$ cat src/inc/dsr_params.svh
// timing, width and reset constants for the burst sram link
`ifndef DSR_PARAMS_SVH
`define DSR_PARAMS_SVH

`define DSR_DATA_W 36
`define DSR_ADDR_W_NARROW 22
`define DSR_ADDR_W_X18 22
`define DSR_ADDR_W_X36 21
`define DSR_LANE_W_NIBBLE 4
`define DSR_LANE_W_BYTE 9
`define DSR_BURST_LEN 2
`define DSR_FIFO_DEPTH 8
`define DSR_RW_READ 1'b1
`define DSR_RW_WRITE 1'b0
`define DSR_K_RESET 1'b0
`define DSR_LOAD_IDLE 1'b1

`endif

$ cat src/inc/dsr_pkg.sv
// types and width helpers shared by both ends of the burst sram link
`include "dsr_params.svh"
package dsr_pkg;

    typedef enum logic
    {
        dsr_half_first = 1'b0,
        dsr_half_second = 1'b1
    } dsr_half_t;

    function automatic int dsr_addr_w(input int data_w);
        if (data_w <= 9)
            return `DSR_ADDR_W_NARROW;
        else if (data_w == 18)
            return `DSR_ADDR_W_X18;
        else
            return `DSR_ADDR_W_X36;
    endfunction : dsr_addr_w

    function automatic int dsr_lanes(input int data_w);
        if (data_w == 8)
            return data_w / `DSR_LANE_W_NIBBLE;
        else
            return data_w / `DSR_LANE_W_BYTE;
    endfunction : dsr_lanes

endpackage : dsr_pkg

$ cat src/inc/dsr_link_if.sv
// link between the memory controller end and the burst sram end
`timescale 1ns/10ps
interface dsr_link_if #(
    parameter int DATA_W = 36,
    parameter int ADDR_W = 21,
    parameter int LANES = 4
);
    // k_phase high: positive-edge slot; low: complementary-edge slot
    logic k_phase;
    logic load_strobe_n;
    logic rw_sel;
    logic [ADDR_W-1:0] addr;
    logic [DATA_W-1:0] dq;
    logic [LANES-1:0] byte_lane_mask_n;

    modport ctrl
    (
        output k_phase,
        output load_strobe_n,
        output rw_sel,
        output addr,
        output dq,
        output byte_lane_mask_n
    );

    modport sram
    (
        input k_phase,
        input load_strobe_n,
        input rw_sel,
        input addr,
        input dq,
        input byte_lane_mask_n
    );
endinterface : dsr_link_if

$ cat src/logic/dsr_ctrl_end.sv
// memory controller end: queues burst commands and drives them onto the link
`timescale 1ns/10ps
`include "dsr_params.svh"
module dsr_ctrl_end
    import dsr_pkg::*;
#(
    parameter int DATA_W = `DSR_DATA_W,
    parameter int ADDR_W = dsr_addr_w(DATA_W),
    parameter int LANES = dsr_lanes(DATA_W),
    parameter int FIFO_DEPTH = `DSR_FIFO_DEPTH
)
(
    input wire logic clk_sys,
    input wire logic nrst,
    input wire logic ce,
    dsr_link_if.ctrl link,
    input wire logic cmd_valid,
    output logic cmd_ready,
    input wire logic cmd_rw,
    input wire logic [ADDR_W-1:0] cmd_addr,
    input wire logic [DATA_W-1:0] cmd_word0,
    input wire logic [DATA_W-1:0] cmd_word1,
    input wire logic [LANES-1:0] cmd_mask0_n,
    input wire logic [LANES-1:0] cmd_mask1_n
);
    localparam int FW = 1 + ADDR_W + 2 * DATA_W + 2 * LANES;

    generate
        if (LANES != dsr_lanes(DATA_W) || ADDR_W > dsr_addr_w(DATA_W))
        begin : g_bad_cfg
            $error("dsr_ctrl_end: lanes or address width do not fit the data width");
        end
    endgenerate

    typedef struct packed {
        logic k_phase;
        dsr_half_t half;
        logic load_strobe_n;
        logic rw_sel;
        logic [ADDR_W-1:0] addr;
        logic [DATA_W-1:0] dq;
        logic [LANES-1:0] mask_n;
        logic [DATA_W-1:0] word1;
        logic [LANES-1:0] mask1_n;
    } dsr_ctrl_state_t;

    dsr_ctrl_state_t s;
    dsr_ctrl_state_t next_s;
    logic q_valid;
    logic pop;
    logic [FW-1:0] q_data;
    logic q_rw;
    logic [ADDR_W-1:0] q_addr;
    logic [DATA_W-1:0] q_w0;
    logic [DATA_W-1:0] q_w1;
    logic [LANES-1:0] q_m0;
    logic [LANES-1:0] q_m1;

    ////////////////////////////////////////////////////////////////////////////
    // the link drains at most one burst per two cycles, so the fifo really fills
    dsr_fifo #(
        .WIDTH(FW),
        .DEPTH(FIFO_DEPTH)
    ) u_fifo (
        .clk_sys(clk_sys),
        .nrst(nrst),
        .ce(ce),
        .in_valid(cmd_valid),
        .in_ready(cmd_ready),
        .in_data({cmd_rw, cmd_addr, cmd_word0, cmd_word1, cmd_mask0_n, cmd_mask1_n}),
        .out_valid(q_valid),
        .out_ready(pop),
        .out_data(q_data)
    );

    assign {q_rw, q_addr, q_w0, q_w1, q_m0, q_m1} = q_data;
    // a new access may start only in the slot that opens a positive edge
    assign pop = !s.k_phase && (s.half == dsr_half_first);

    ////////////////////////////////////////////////////////////////////////////
    always_comb
    begin
        next_s = s;
        next_s.k_phase = !s.k_phase;
        next_s.load_strobe_n = `DSR_LOAD_IDLE;
        if (pop && q_valid)
        begin
            next_s.load_strobe_n = 1'b0;
            next_s.rw_sel = q_rw;
            next_s.addr = q_addr;
            next_s.dq = q_w0;
            // reads carry no mask; writes pair each mask with its word
            next_s.mask_n = (q_rw == `DSR_RW_READ) ? '1 : q_m0;
            next_s.word1 = q_w1;
            next_s.mask1_n = (q_rw == `DSR_RW_READ) ? '1 : q_m1;
            next_s.half = dsr_half_second;
        end
        else if (s.half == dsr_half_second)
        begin
            next_s.dq = s.word1;
            next_s.mask_n = s.mask1_n;
            next_s.half = dsr_half_first;
        end
    end

    always_ff @(posedge clk_sys or negedge nrst)
    begin
        if (!nrst)
        begin
            s <= '0;
            s.k_phase <= `DSR_K_RESET;
            s.load_strobe_n <= `DSR_LOAD_IDLE;
            s.mask_n <= '1;
            s.mask1_n <= '1;
        end
        else if (ce)
            s <= next_s;
    end

    assign link.k_phase = s.k_phase;
    assign link.load_strobe_n = s.load_strobe_n;
    assign link.rw_sel = s.rw_sel;
    assign link.addr = s.addr;
    assign link.dq = s.dq;
    assign link.byte_lane_mask_n = s.mask_n;
endmodule : dsr_ctrl_end

$ cat src/logic/dsr_fifo.sv
// command fifo with valid/ready on both sides
`timescale 1ns/10ps
`include "dsr_params.svh"
module dsr_fifo
    import dsr_pkg::*;
#(
    parameter int WIDTH = 8,
    parameter int DEPTH = `DSR_FIFO_DEPTH
)
(
    input wire logic clk_sys,
    input wire logic nrst,
    input wire logic ce,
    input wire logic in_valid,
    output logic in_ready,
    input wire logic [WIDTH-1:0] in_data,
    output logic out_valid,
    input wire logic out_ready,
    output logic [WIDTH-1:0] out_data
);
    localparam int PW = (DEPTH > 1) ? $clog2(DEPTH) : 1;

    generate
        if (DEPTH < 2 || (DEPTH & (DEPTH - 1)) != 0 || WIDTH < 1)
        begin : g_bad_cfg
            $error("dsr_fifo: depth must be a power of two of at least 2");
        end
    endgenerate

    typedef struct packed {
        logic [DEPTH-1:0][WIDTH-1:0] mem;
        logic [PW-1:0] wp;
        logic [PW-1:0] rp;
        logic [PW:0] count;
    } dsr_fifo_state_t;

    dsr_fifo_state_t s;
    dsr_fifo_state_t next_s;
    logic push;
    logic pop;

    ////////////////////////////////////////////////////////////////////////////
    assign in_ready = (s.count != DEPTH[PW:0]);
    assign out_valid = (s.count != '0);
    assign out_data = s.mem[s.rp];
    assign push = ce & in_valid & in_ready;
    assign pop = ce & out_valid & out_ready;

    always_comb
    begin
        next_s = s;
        if (push)
        begin
            next_s.mem[s.wp] = in_data;
            next_s.wp = s.wp + 1'b1;
        end
        if (pop)
            next_s.rp = s.rp + 1'b1;
        case ({push, pop})
            2'b10: next_s.count = s.count + 1'b1;
            2'b01: next_s.count = s.count - 1'b1;
            default: next_s.count = s.count;
        endcase
    end

    always_ff @(posedge clk_sys or negedge nrst)
    begin
        if (!nrst)
            s <= '0;
        else
            s <= next_s;
    end
endmodule : dsr_fifo

$ cat src/flat_wrapper.sv
// flat-port wrapper written by rule: the top's interface ports become plain ports
module dsr_ctrl_end_flat import dsr_pkg::*;
#(
    parameter int DATA_W = `DSR_DATA_W,
    parameter int ADDR_W = dsr_addr_w(DATA_W),
    parameter int LANES = dsr_lanes(DATA_W),
    parameter int FIFO_DEPTH = `DSR_FIFO_DEPTH
)
  (clk_sys, nrst, ce, cmd_valid, cmd_ready, cmd_rw, cmd_addr, cmd_word0, cmd_word1, cmd_mask0_n, cmd_mask1_n, link_k_phase, link_load_strobe_n, link_rw_sel, link_addr, link_dq, link_byte_lane_mask_n);
  dsr_link_if #(.DATA_W(DATA_W), .ADDR_W(ADDR_W), .LANES(LANES)) link_i ();
  input wire logic clk_sys;
  input wire logic nrst;
  input wire logic ce;
  input wire logic cmd_valid;
  output logic cmd_ready;
  input wire logic cmd_rw;
  input wire logic [ADDR_W-1:0] cmd_addr;
  input wire logic [DATA_W-1:0] cmd_word0;
  input wire logic [DATA_W-1:0] cmd_word1;
  input wire logic [LANES-1:0] cmd_mask0_n;
  input wire logic [LANES-1:0] cmd_mask1_n;
  output wire logic [$bits(link_i.k_phase)-1:0] link_k_phase;
  output wire logic [$bits(link_i.load_strobe_n)-1:0] link_load_strobe_n;
  output wire logic [$bits(link_i.rw_sel)-1:0] link_rw_sel;
  output wire logic [$bits(link_i.addr)-1:0] link_addr;
  output wire logic [$bits(link_i.dq)-1:0] link_dq;
  output wire logic [$bits(link_i.byte_lane_mask_n)-1:0] link_byte_lane_mask_n;
  assign link_k_phase = link_i.k_phase;
  assign link_load_strobe_n = link_i.load_strobe_n;
  assign link_rw_sel = link_i.rw_sel;
  assign link_addr = link_i.addr;
  assign link_dq = link_i.dq;
  assign link_byte_lane_mask_n = link_i.byte_lane_mask_n;
  dsr_ctrl_end #(.DATA_W(DATA_W), .ADDR_W(ADDR_W), .LANES(LANES), .FIFO_DEPTH(FIFO_DEPTH)) u_core (.clk_sys(clk_sys), .nrst(nrst), .ce(ce), .link(link_i), .cmd_valid(cmd_valid), .cmd_ready(cmd_ready), .cmd_rw(cmd_rw), .cmd_addr(cmd_addr), .cmd_word0(cmd_word0), .cmd_word1(cmd_word1), .cmd_mask0_n(cmd_mask0_n), .cmd_mask1_n(cmd_mask1_n));
endmodule
$ cat config.mk
export PLATFORM = sky130hd
export DESIGN_NAME = dsr_ctrl_end_flat
export DESIGN_NICKNAME = d
export VERILOG_FILES = /design/src/inc/dsr_pkg.sv /design/src/inc/dsr_link_if.sv /design/src/logic/dsr_ctrl_end.sv /design/src/logic/dsr_fifo.sv /design/src/flat_wrapper.sv
export VERILOG_INCLUDE_DIRS = /design/src /design/src/inc
export SDC_FILE = /design/constraint.sdc
export NUM_CORES = 1
export LEC_CHECK = 0
export BUFFER_PORTS_ARGS = -buffer_cell sky130_fd_sc_hd__buf_2
export CORE_ASPECT_RATIO = 0.5
export CORE_MARGIN = 2
export CORE_UTILIZATION = 45
export DETAILED_ROUTE_END_ITERATION = 7
export GPL_TIMING_DRIVEN = 1
export HOLD_SLACK_MARGIN = 0.15
export PLACE_DENSITY = 0.63
export SYNTH_ARGS = -nofsm -noshare
export SYNTH_HDL_FRONTEND = slang
export SYNTH_SLANG_ARGS = --single-unit
export TNS_END_PERCENT = 5
$ cat constraint.sdc
create_clock -name clk_sys -period 5.9 [get_ports clk_sys]
set_input_delay 0.885 -clock clk_sys [delete_from_list [all_inputs] [get_ports clk_sys]]
set_output_delay 0.885 -clock clk_sys [all_outputs]
set_load 0.05 [all_outputs]
==> impl_metrics.tcl, run 1 <==
set metrics [dict create \
    nets 2737 \
    drt-pass1-iter-count 7 \
    routabilityCongestion 0.750 \
    crit_required_ns 6.44 \
    path_class "flop to flop" \
    wire_per_inst_um 23.8 \
    fmax_mhz 274 \
    drtIter0Drc 1330 \
    grt.overflow.total 0 \
    ios 171 \
    ys_types 42 \
    drc_errors 0 \
    fp.dieW_um 439 \
    clockBufferDepth 3 \
    grt_pass1_vias 23600 \
    viasPerCell 5.59 \
    area_growth_pct 10.1 \
    leakagePower_nw 20.8 \
    syn-num-nets 2676 \
    report.final.hold_viol_count 0 \
    finalSetupTns_ns 0 \
    synth-warning-count 0 \
    synth_seq_area_share_pct 54.7 \
    max-cap-violations 0 \
    layout_common_cells "dfrtp_1, mux2_2, mux2_4" \
    finalMaxSlewViolations 0 \
    wirelength_um 94200 \
    cts_sinks 931 \
    worst_slew_pin_slew_ns 1.13 \
    crit_top_cell "xor2_1" \
    cts_setup_buffers 0 \
    cpPeakStageDelay_ns 0.74 \
    grt_max_degree 142 \
    skew_ns 0.0211 \
    row_count 79 \
    die_h_um 222 \
    synth-main-ff-cell "dfrtp_1" \
    die_area_um2 97300 \
    async_flop_share_pct 100 \
    antenna_found_initial 15 \
    syn_area_per_cell_um2 16.6 \
    cp.arrival_ns 4.19 \
    syn_area_um2 42600 \
    r2r_cells 10 \
    startpoint_type "flop" \
    cts_buffers 86 \
    h-tree-depth 3 \
    crit_start "u_core.u_fifo.s[1]" \
    crit_chain "nor4_1, or3_4, clkinv_1, ha_1, xor2_1, ha_1, a21oi_1, xor2_1, nor2_1, xor2_1" \
    gr-usage-all-layers_pct 19.7 \
    port_buffers 170 \
    cts_resized 0 \
    root_buffer "clkbuf_16" \
    outcome "finished clean" \
    reg2reg_from "u_core.u_fifo.s[1]" \
    vias 22100 \
    final_common_cell "dfrtp_1" \
    utilization_pct 50.2 \
    core_um2 93400 \
    r2r-end "u_core.u_fifo.s[2]" \
    r2r_slack_ns 2.25 \
    power_density_nw_per_um2 573 \
    rsz0062_at_grt "false" \
    hold_path_class "input port to async pin" \
    slowest_stage "or3_4" \
    irDropWorstVdd_uv 378 \
    cts_tree "yes" \
    drive_gt1_share_pct 48.9 \
    hold_buffers 0 \
    start_util_pct 45.6 \
    ys_ff_latch 931 \
    min_period_ns 3.65 \
    post-route-period-util_pct 61.8 \
    detail-route-antenna-nets 0 \
    path_clk_slew_ns 0.07 \
    insertion_delay_ns 0.67 \
    grt_pass1_wl_um 148000 \
    slew_headroom_pct 24.5 \
    worstSetupEndpointType "flop" \
    setup_viol 0 \
    synth_edf_count 0 \
    critPathMaxFanout 67 \
    netlist_instances 2565 \
    hpwl_um 51900 \
    nFillCells 7809 \
]
[sequential cells by signal, summed over array words and instances, names as in the netlist]
register	flops
u_core.u_fifo.s	826
u_core.s	41
u_core.link.dq	36
u_core.link.addr	21
u_core.link.byte_lane_mask_n	4
u_core.link.k_phase	1
u_core.link.load_strobe_n	1
u_core.link.rw_sel	1
[how the worst max path moves through the flow]
| stage | end | slack [ns] |
|---|---|---|
| after floorplan | u_core.u_fifo.s[2] | 3.06 |
| after global placement | u_core.u_fifo.s[2] | 2.14 |
| after detailed placement | u_core.u_fifo.s[2] | 2.17 |
| after CTS | u_core.u_fifo.s[2] | 2.23 |
| after global routing | u_core.u_fifo.s[2] | 1.93 |
| final | u_core.u_fifo.s[2] | 2.25 |
[through the flow]
| step | std cells | setup WS, ns | power (W) | area [µm²] | hold slack [ns] |
|---|---|---|---|---|---|
| after floorplan | 2565 | 3.06 | 0.0189 | 42600 | 0.450 |
| after global placement | 3793 | 2.14 | 0.0208 | 43900 | 0.461 |
| after detailed placement | 3793 | 2.17 | 0.0211 | 43900 | 0.466 |
| after CTS | 3950 | 2.23 | 0.0271 | 46900 | 0.283 |
| after global routing | 3954 | 1.93 | 0.0284 | 46900 | 0.317 |
| final | 3956 | 2.25 | 0.0268 | 46900 | 0.284 |
[kinds of logic after synthesis]
logic type | after synthesis | share of synthesized area [%]
buffers and inverters | 240 | 4.07
multiplexers | 1124 | 37.6
adder cells (fa/ha/maj) | 5 | 0.147
AND/OR/NAND/NOR | 140 | 1.47
XOR/XNOR | 10 | 0.206
AO/OA/AOI/OAI | 115 | 1.81
flip-flops | 931 | 54.7
[power by group]
| group | internal, W | switching [W] | total, W |
|---|---|---|---|
| registers | 0.00939 | 0.00180 | 0.0112 |
| logic | 0.00572 | 0.00406 | 0.00978 |
| clock network | 0.00338 | 0.00250 | 0.00588 |
| total | 0.0185 | 0.00836 | 0.0268 |
[synthesized netlist by cell type (all sizes together), types with 4 or more instances]
cell type | count | area [µm²]
dfrtp | 922 | 23100
mux2 | 818 | 10400
mux4 | 202 | 4550
buf | 196 | 1560
mux2i | 104 | 1040
nand2 | 67 | 251
o21ai | 64 | 320
nor2 | 48 | 180
clkbuf | 40 | 150
a221o | 36 | 360
dfstp | 9 | 236
a21oi | 8 | 40.0
ha | 5 | 62.6
nand3b | 5 | 37.5
xnor2 | 5 | 43.8
xor2 | 5 | 43.8
a31oi | 4 | 25.0
[critical path: cells and delay by family (launching register included)]
kind | cells | cell delay, ns
simple gates | 3 | 1.36
fa+ha+maj | 2 | 0.57
buf+inv | 1 | 0.50
flops | 1 | 0.47
xor+xnor | 3 | 0.46
compound gates | 1 | 0.14
[routing by layer]
layer | share of wire [%] | up-vias | track usage, %
li1 | - | 9549 | -
met1 | 48 | 12100 | 29.5
met2 | 46 | 334 | 29.7
met3 | 4.0 | 149 | 3.62
met4 | 2.2 | 10 | 5.33
met5 | 0.050 | - | 0
[cell type report]
class                      instances  area [µm²]  area share [%]
timing repair buffer             209        1390            2.97
antenna                            6        15.0          0.0320
inverter                           4        20.0          0.0427
sequential                       931       23300            49.7
clock inverter                    35         423           0.902
tap                             1255        1570            3.35
multi-input combinational       1394       17600            37.5
clock buffer                     122        2550            5.44
No activity file was read; power rests on OpenSTA's default activity.
==> run 2: changes to the inputs <==
- PLACE_DENSITY: 0.63 -> 0.66
- clock period: 5.9 -> 3 ns (I/O delays scaled with it)
==> impl_metrics.tcl, run 2 (synthesized netlist as in run 1, its figures left out) <==
set metrics [dict create \
    nFillCells 7590 \
    core_um2 93400 \
    top_register "u_core.u_fifo.s" \
    total_power_w 0.0533 \
    antenna_found_initial 2 \
    h-tree-depth 3 \
    largest_reg_flops 826 \
    path_clk_slew_ns 0.07 \
    viasPerCell 5.57 \
    final_common_cell "dfrtp_1" \
    area_growth_pct 14.5 \
    grt.overflow.total 0 \
    nets 2911 \
    grt_max_degree 155 \
    max-cap-violations 0 \
    die_h_um 222 \
    worstSetupEndpointType "flop" \
    setup_ws_ns 0.357 \
    post-route-period-util_pct 88.1 \
    cp.arrival_ns 3.20 \
    leakagePower_nw 21.7 \
    cts_sinks 931 \
    hold_path_class "input port to async pin" \
    fp.dieW_um 439 \
    start_util_pct 45.6 \
    drc_errors 0 \
    cts_setup_buffers 0 \
    whs_ns 0.274 \
    insertedDiodeCount 0 \
    report.final.hold_viol_count 0 \
    gr-usage-all-layers_pct 20.4 \
    routabilityCongestion 0.768 \
    worst_slew_pin_slew_ns 0.756 \
    utilization_pct 52.2 \
    outcome "finished clean" \
    crit_required_ns 3.56 \
    startpoint_type "flop" \
    pre_cts_ws_ns 0.375 \
    cts_tree "yes" \
    drive_gt1_share_pct 48.2 \
    insertion_delay_ns 0.68 \
    drtIter0Drc 1702 \
    detail-route-antenna-nets 0 \
    layout_common_cells "dfrtp_1, mux2_2, mux2_4" \
    path_class "flop to flop" \
    skew_ns 0.0185 \
    clockBufferDepth 3 \
    ios 171 \
    cts_buffers 87 \
    min_period_ns 2.64 \
    hpwl_um 58100 \
    grt_pass1_wl_um 154000 \
    vias 23000 \
    wirelength_um 96600 \
    fmax_mhz 378 \
    die_area_um2 97300 \
    cts_resized 0 \
    row_count 79 \
    finalSetupTns_ns 0 \
    wire_per_inst_um 23.4 \
    rsz0062_at_grt "false" \
    irDropWorstVdd_uv 565 \
    critPathMaxFanout 9 \
    port_buffers 170 \
    root_buffer "clkbuf_16" \
    grt_pass1_vias 24700 \
    finalMaxSlewViolations 0 \
    drt-pass1-iter-count 5 \
    slew_headroom_pct 49.6 \
    setup_viol 0 \
    power_density_nw_per_um2 1090 \
]
[run 2: cell count changes in the layout (fill, tap and decap cells not counted), moves of 4 or more]
cell	delta
dlygate4sd3_1	+104
buf_4	+36
buf_12	+33
diode_2	-6
clkinv_2	+5
clkbuf_1	+4
clkinv_4	-4
[run 2: worst max-delay path, stage by stage (launching register included)]
cell	delay, ns
dfrtp_1	0.46
or4b_4	0.54
and3_1	0.31
inv_6	0.16
ha_1	0.27
xor2_1	0.10
ha_1	0.19
a21oi_1	0.14
xor2_1	0.16
nor2_1	0.06
xor2_1	0.14
[run 2: final cells by class]
type / instances / area (µm²) / share of cell area (%)
Clock buffer: 123 / 2510 / 5.15
Clock inverter: 34 / 370 / 0.760
Inverter: 4 / 20.0 / 0.0411
Multi-Input combinational cell: 1394 / 17600 / 36.1
Timing Repair Buffer: 382 / 3360 / 6.90
Sequential cell: 931 / 23300 / 47.8
Tap cell: 1255 / 1570 / 3.22
[run 2: timing repair]
action	in CTS	in global routing
endpoints found under the hold margin	1119	0
setup endpoints to repair	0	0
hold buffers	104	0
[run 2: worst paths after layout]
| kind | startpoint | slack, ns | to | cells past startpoint |
|---|---|---|---|---|
| max | u_core.u_fifo.s[1] | 0.36 | u_core.u_fifo.s[2] | 10 |
| min | nrst | 0.27 | u_core.u_fifo.s[404] | 2 |
| max reg2reg | u_core.u_fifo.s[1] | 0.36 | u_core.u_fifo.s[2] | 10 |
| min reg2reg | u_core.link.addr[4] | 0.48 | u_core.link.addr[4] | 2 |
| max in group asynchronous | nrst | 1.73 | u_core.u_fifo.s[790] | 4 |
| min in group clk_sys | cmd_valid | 0.32 | u_core.u_fifo.s[8] | 4 |
[run 2: where the power goes]
| part | internal, W | total, W | switching, W |
|---|---|---|---|
| logic | 0.0117 | 0.0201 | 0.00842 |
| registers | 0.0185 | 0.0219 | 0.00344 |
| clock network | 0.00631 | 0.0113 | 0.00496 |
| total | 0.0365 | 0.0533 | 0.0168 |
[run 2: through the flow]
| stage | instance area, µm² | cells |
|---|---|---|
| 2_1_floorplan | 42600 | 2565 |
| 3_3_place_gp | 44800 | 3862 |
| 3_5_place_dp | 44800 | 3862 |
| 4_1_cts | 48800 | 4123 |
| 5_1_grt | 48800 | 4123 |
| 6_report | 48800 | 4123 |
[run 2: routing by layer]
layer | track usage (%) | routed length [µm]
met1 | 30.3 | 46200
met2 | 31.4 | 45000
met3 | 3.13 | 3250
met4 | 5.07 | 2060
met5 | 0 | 27
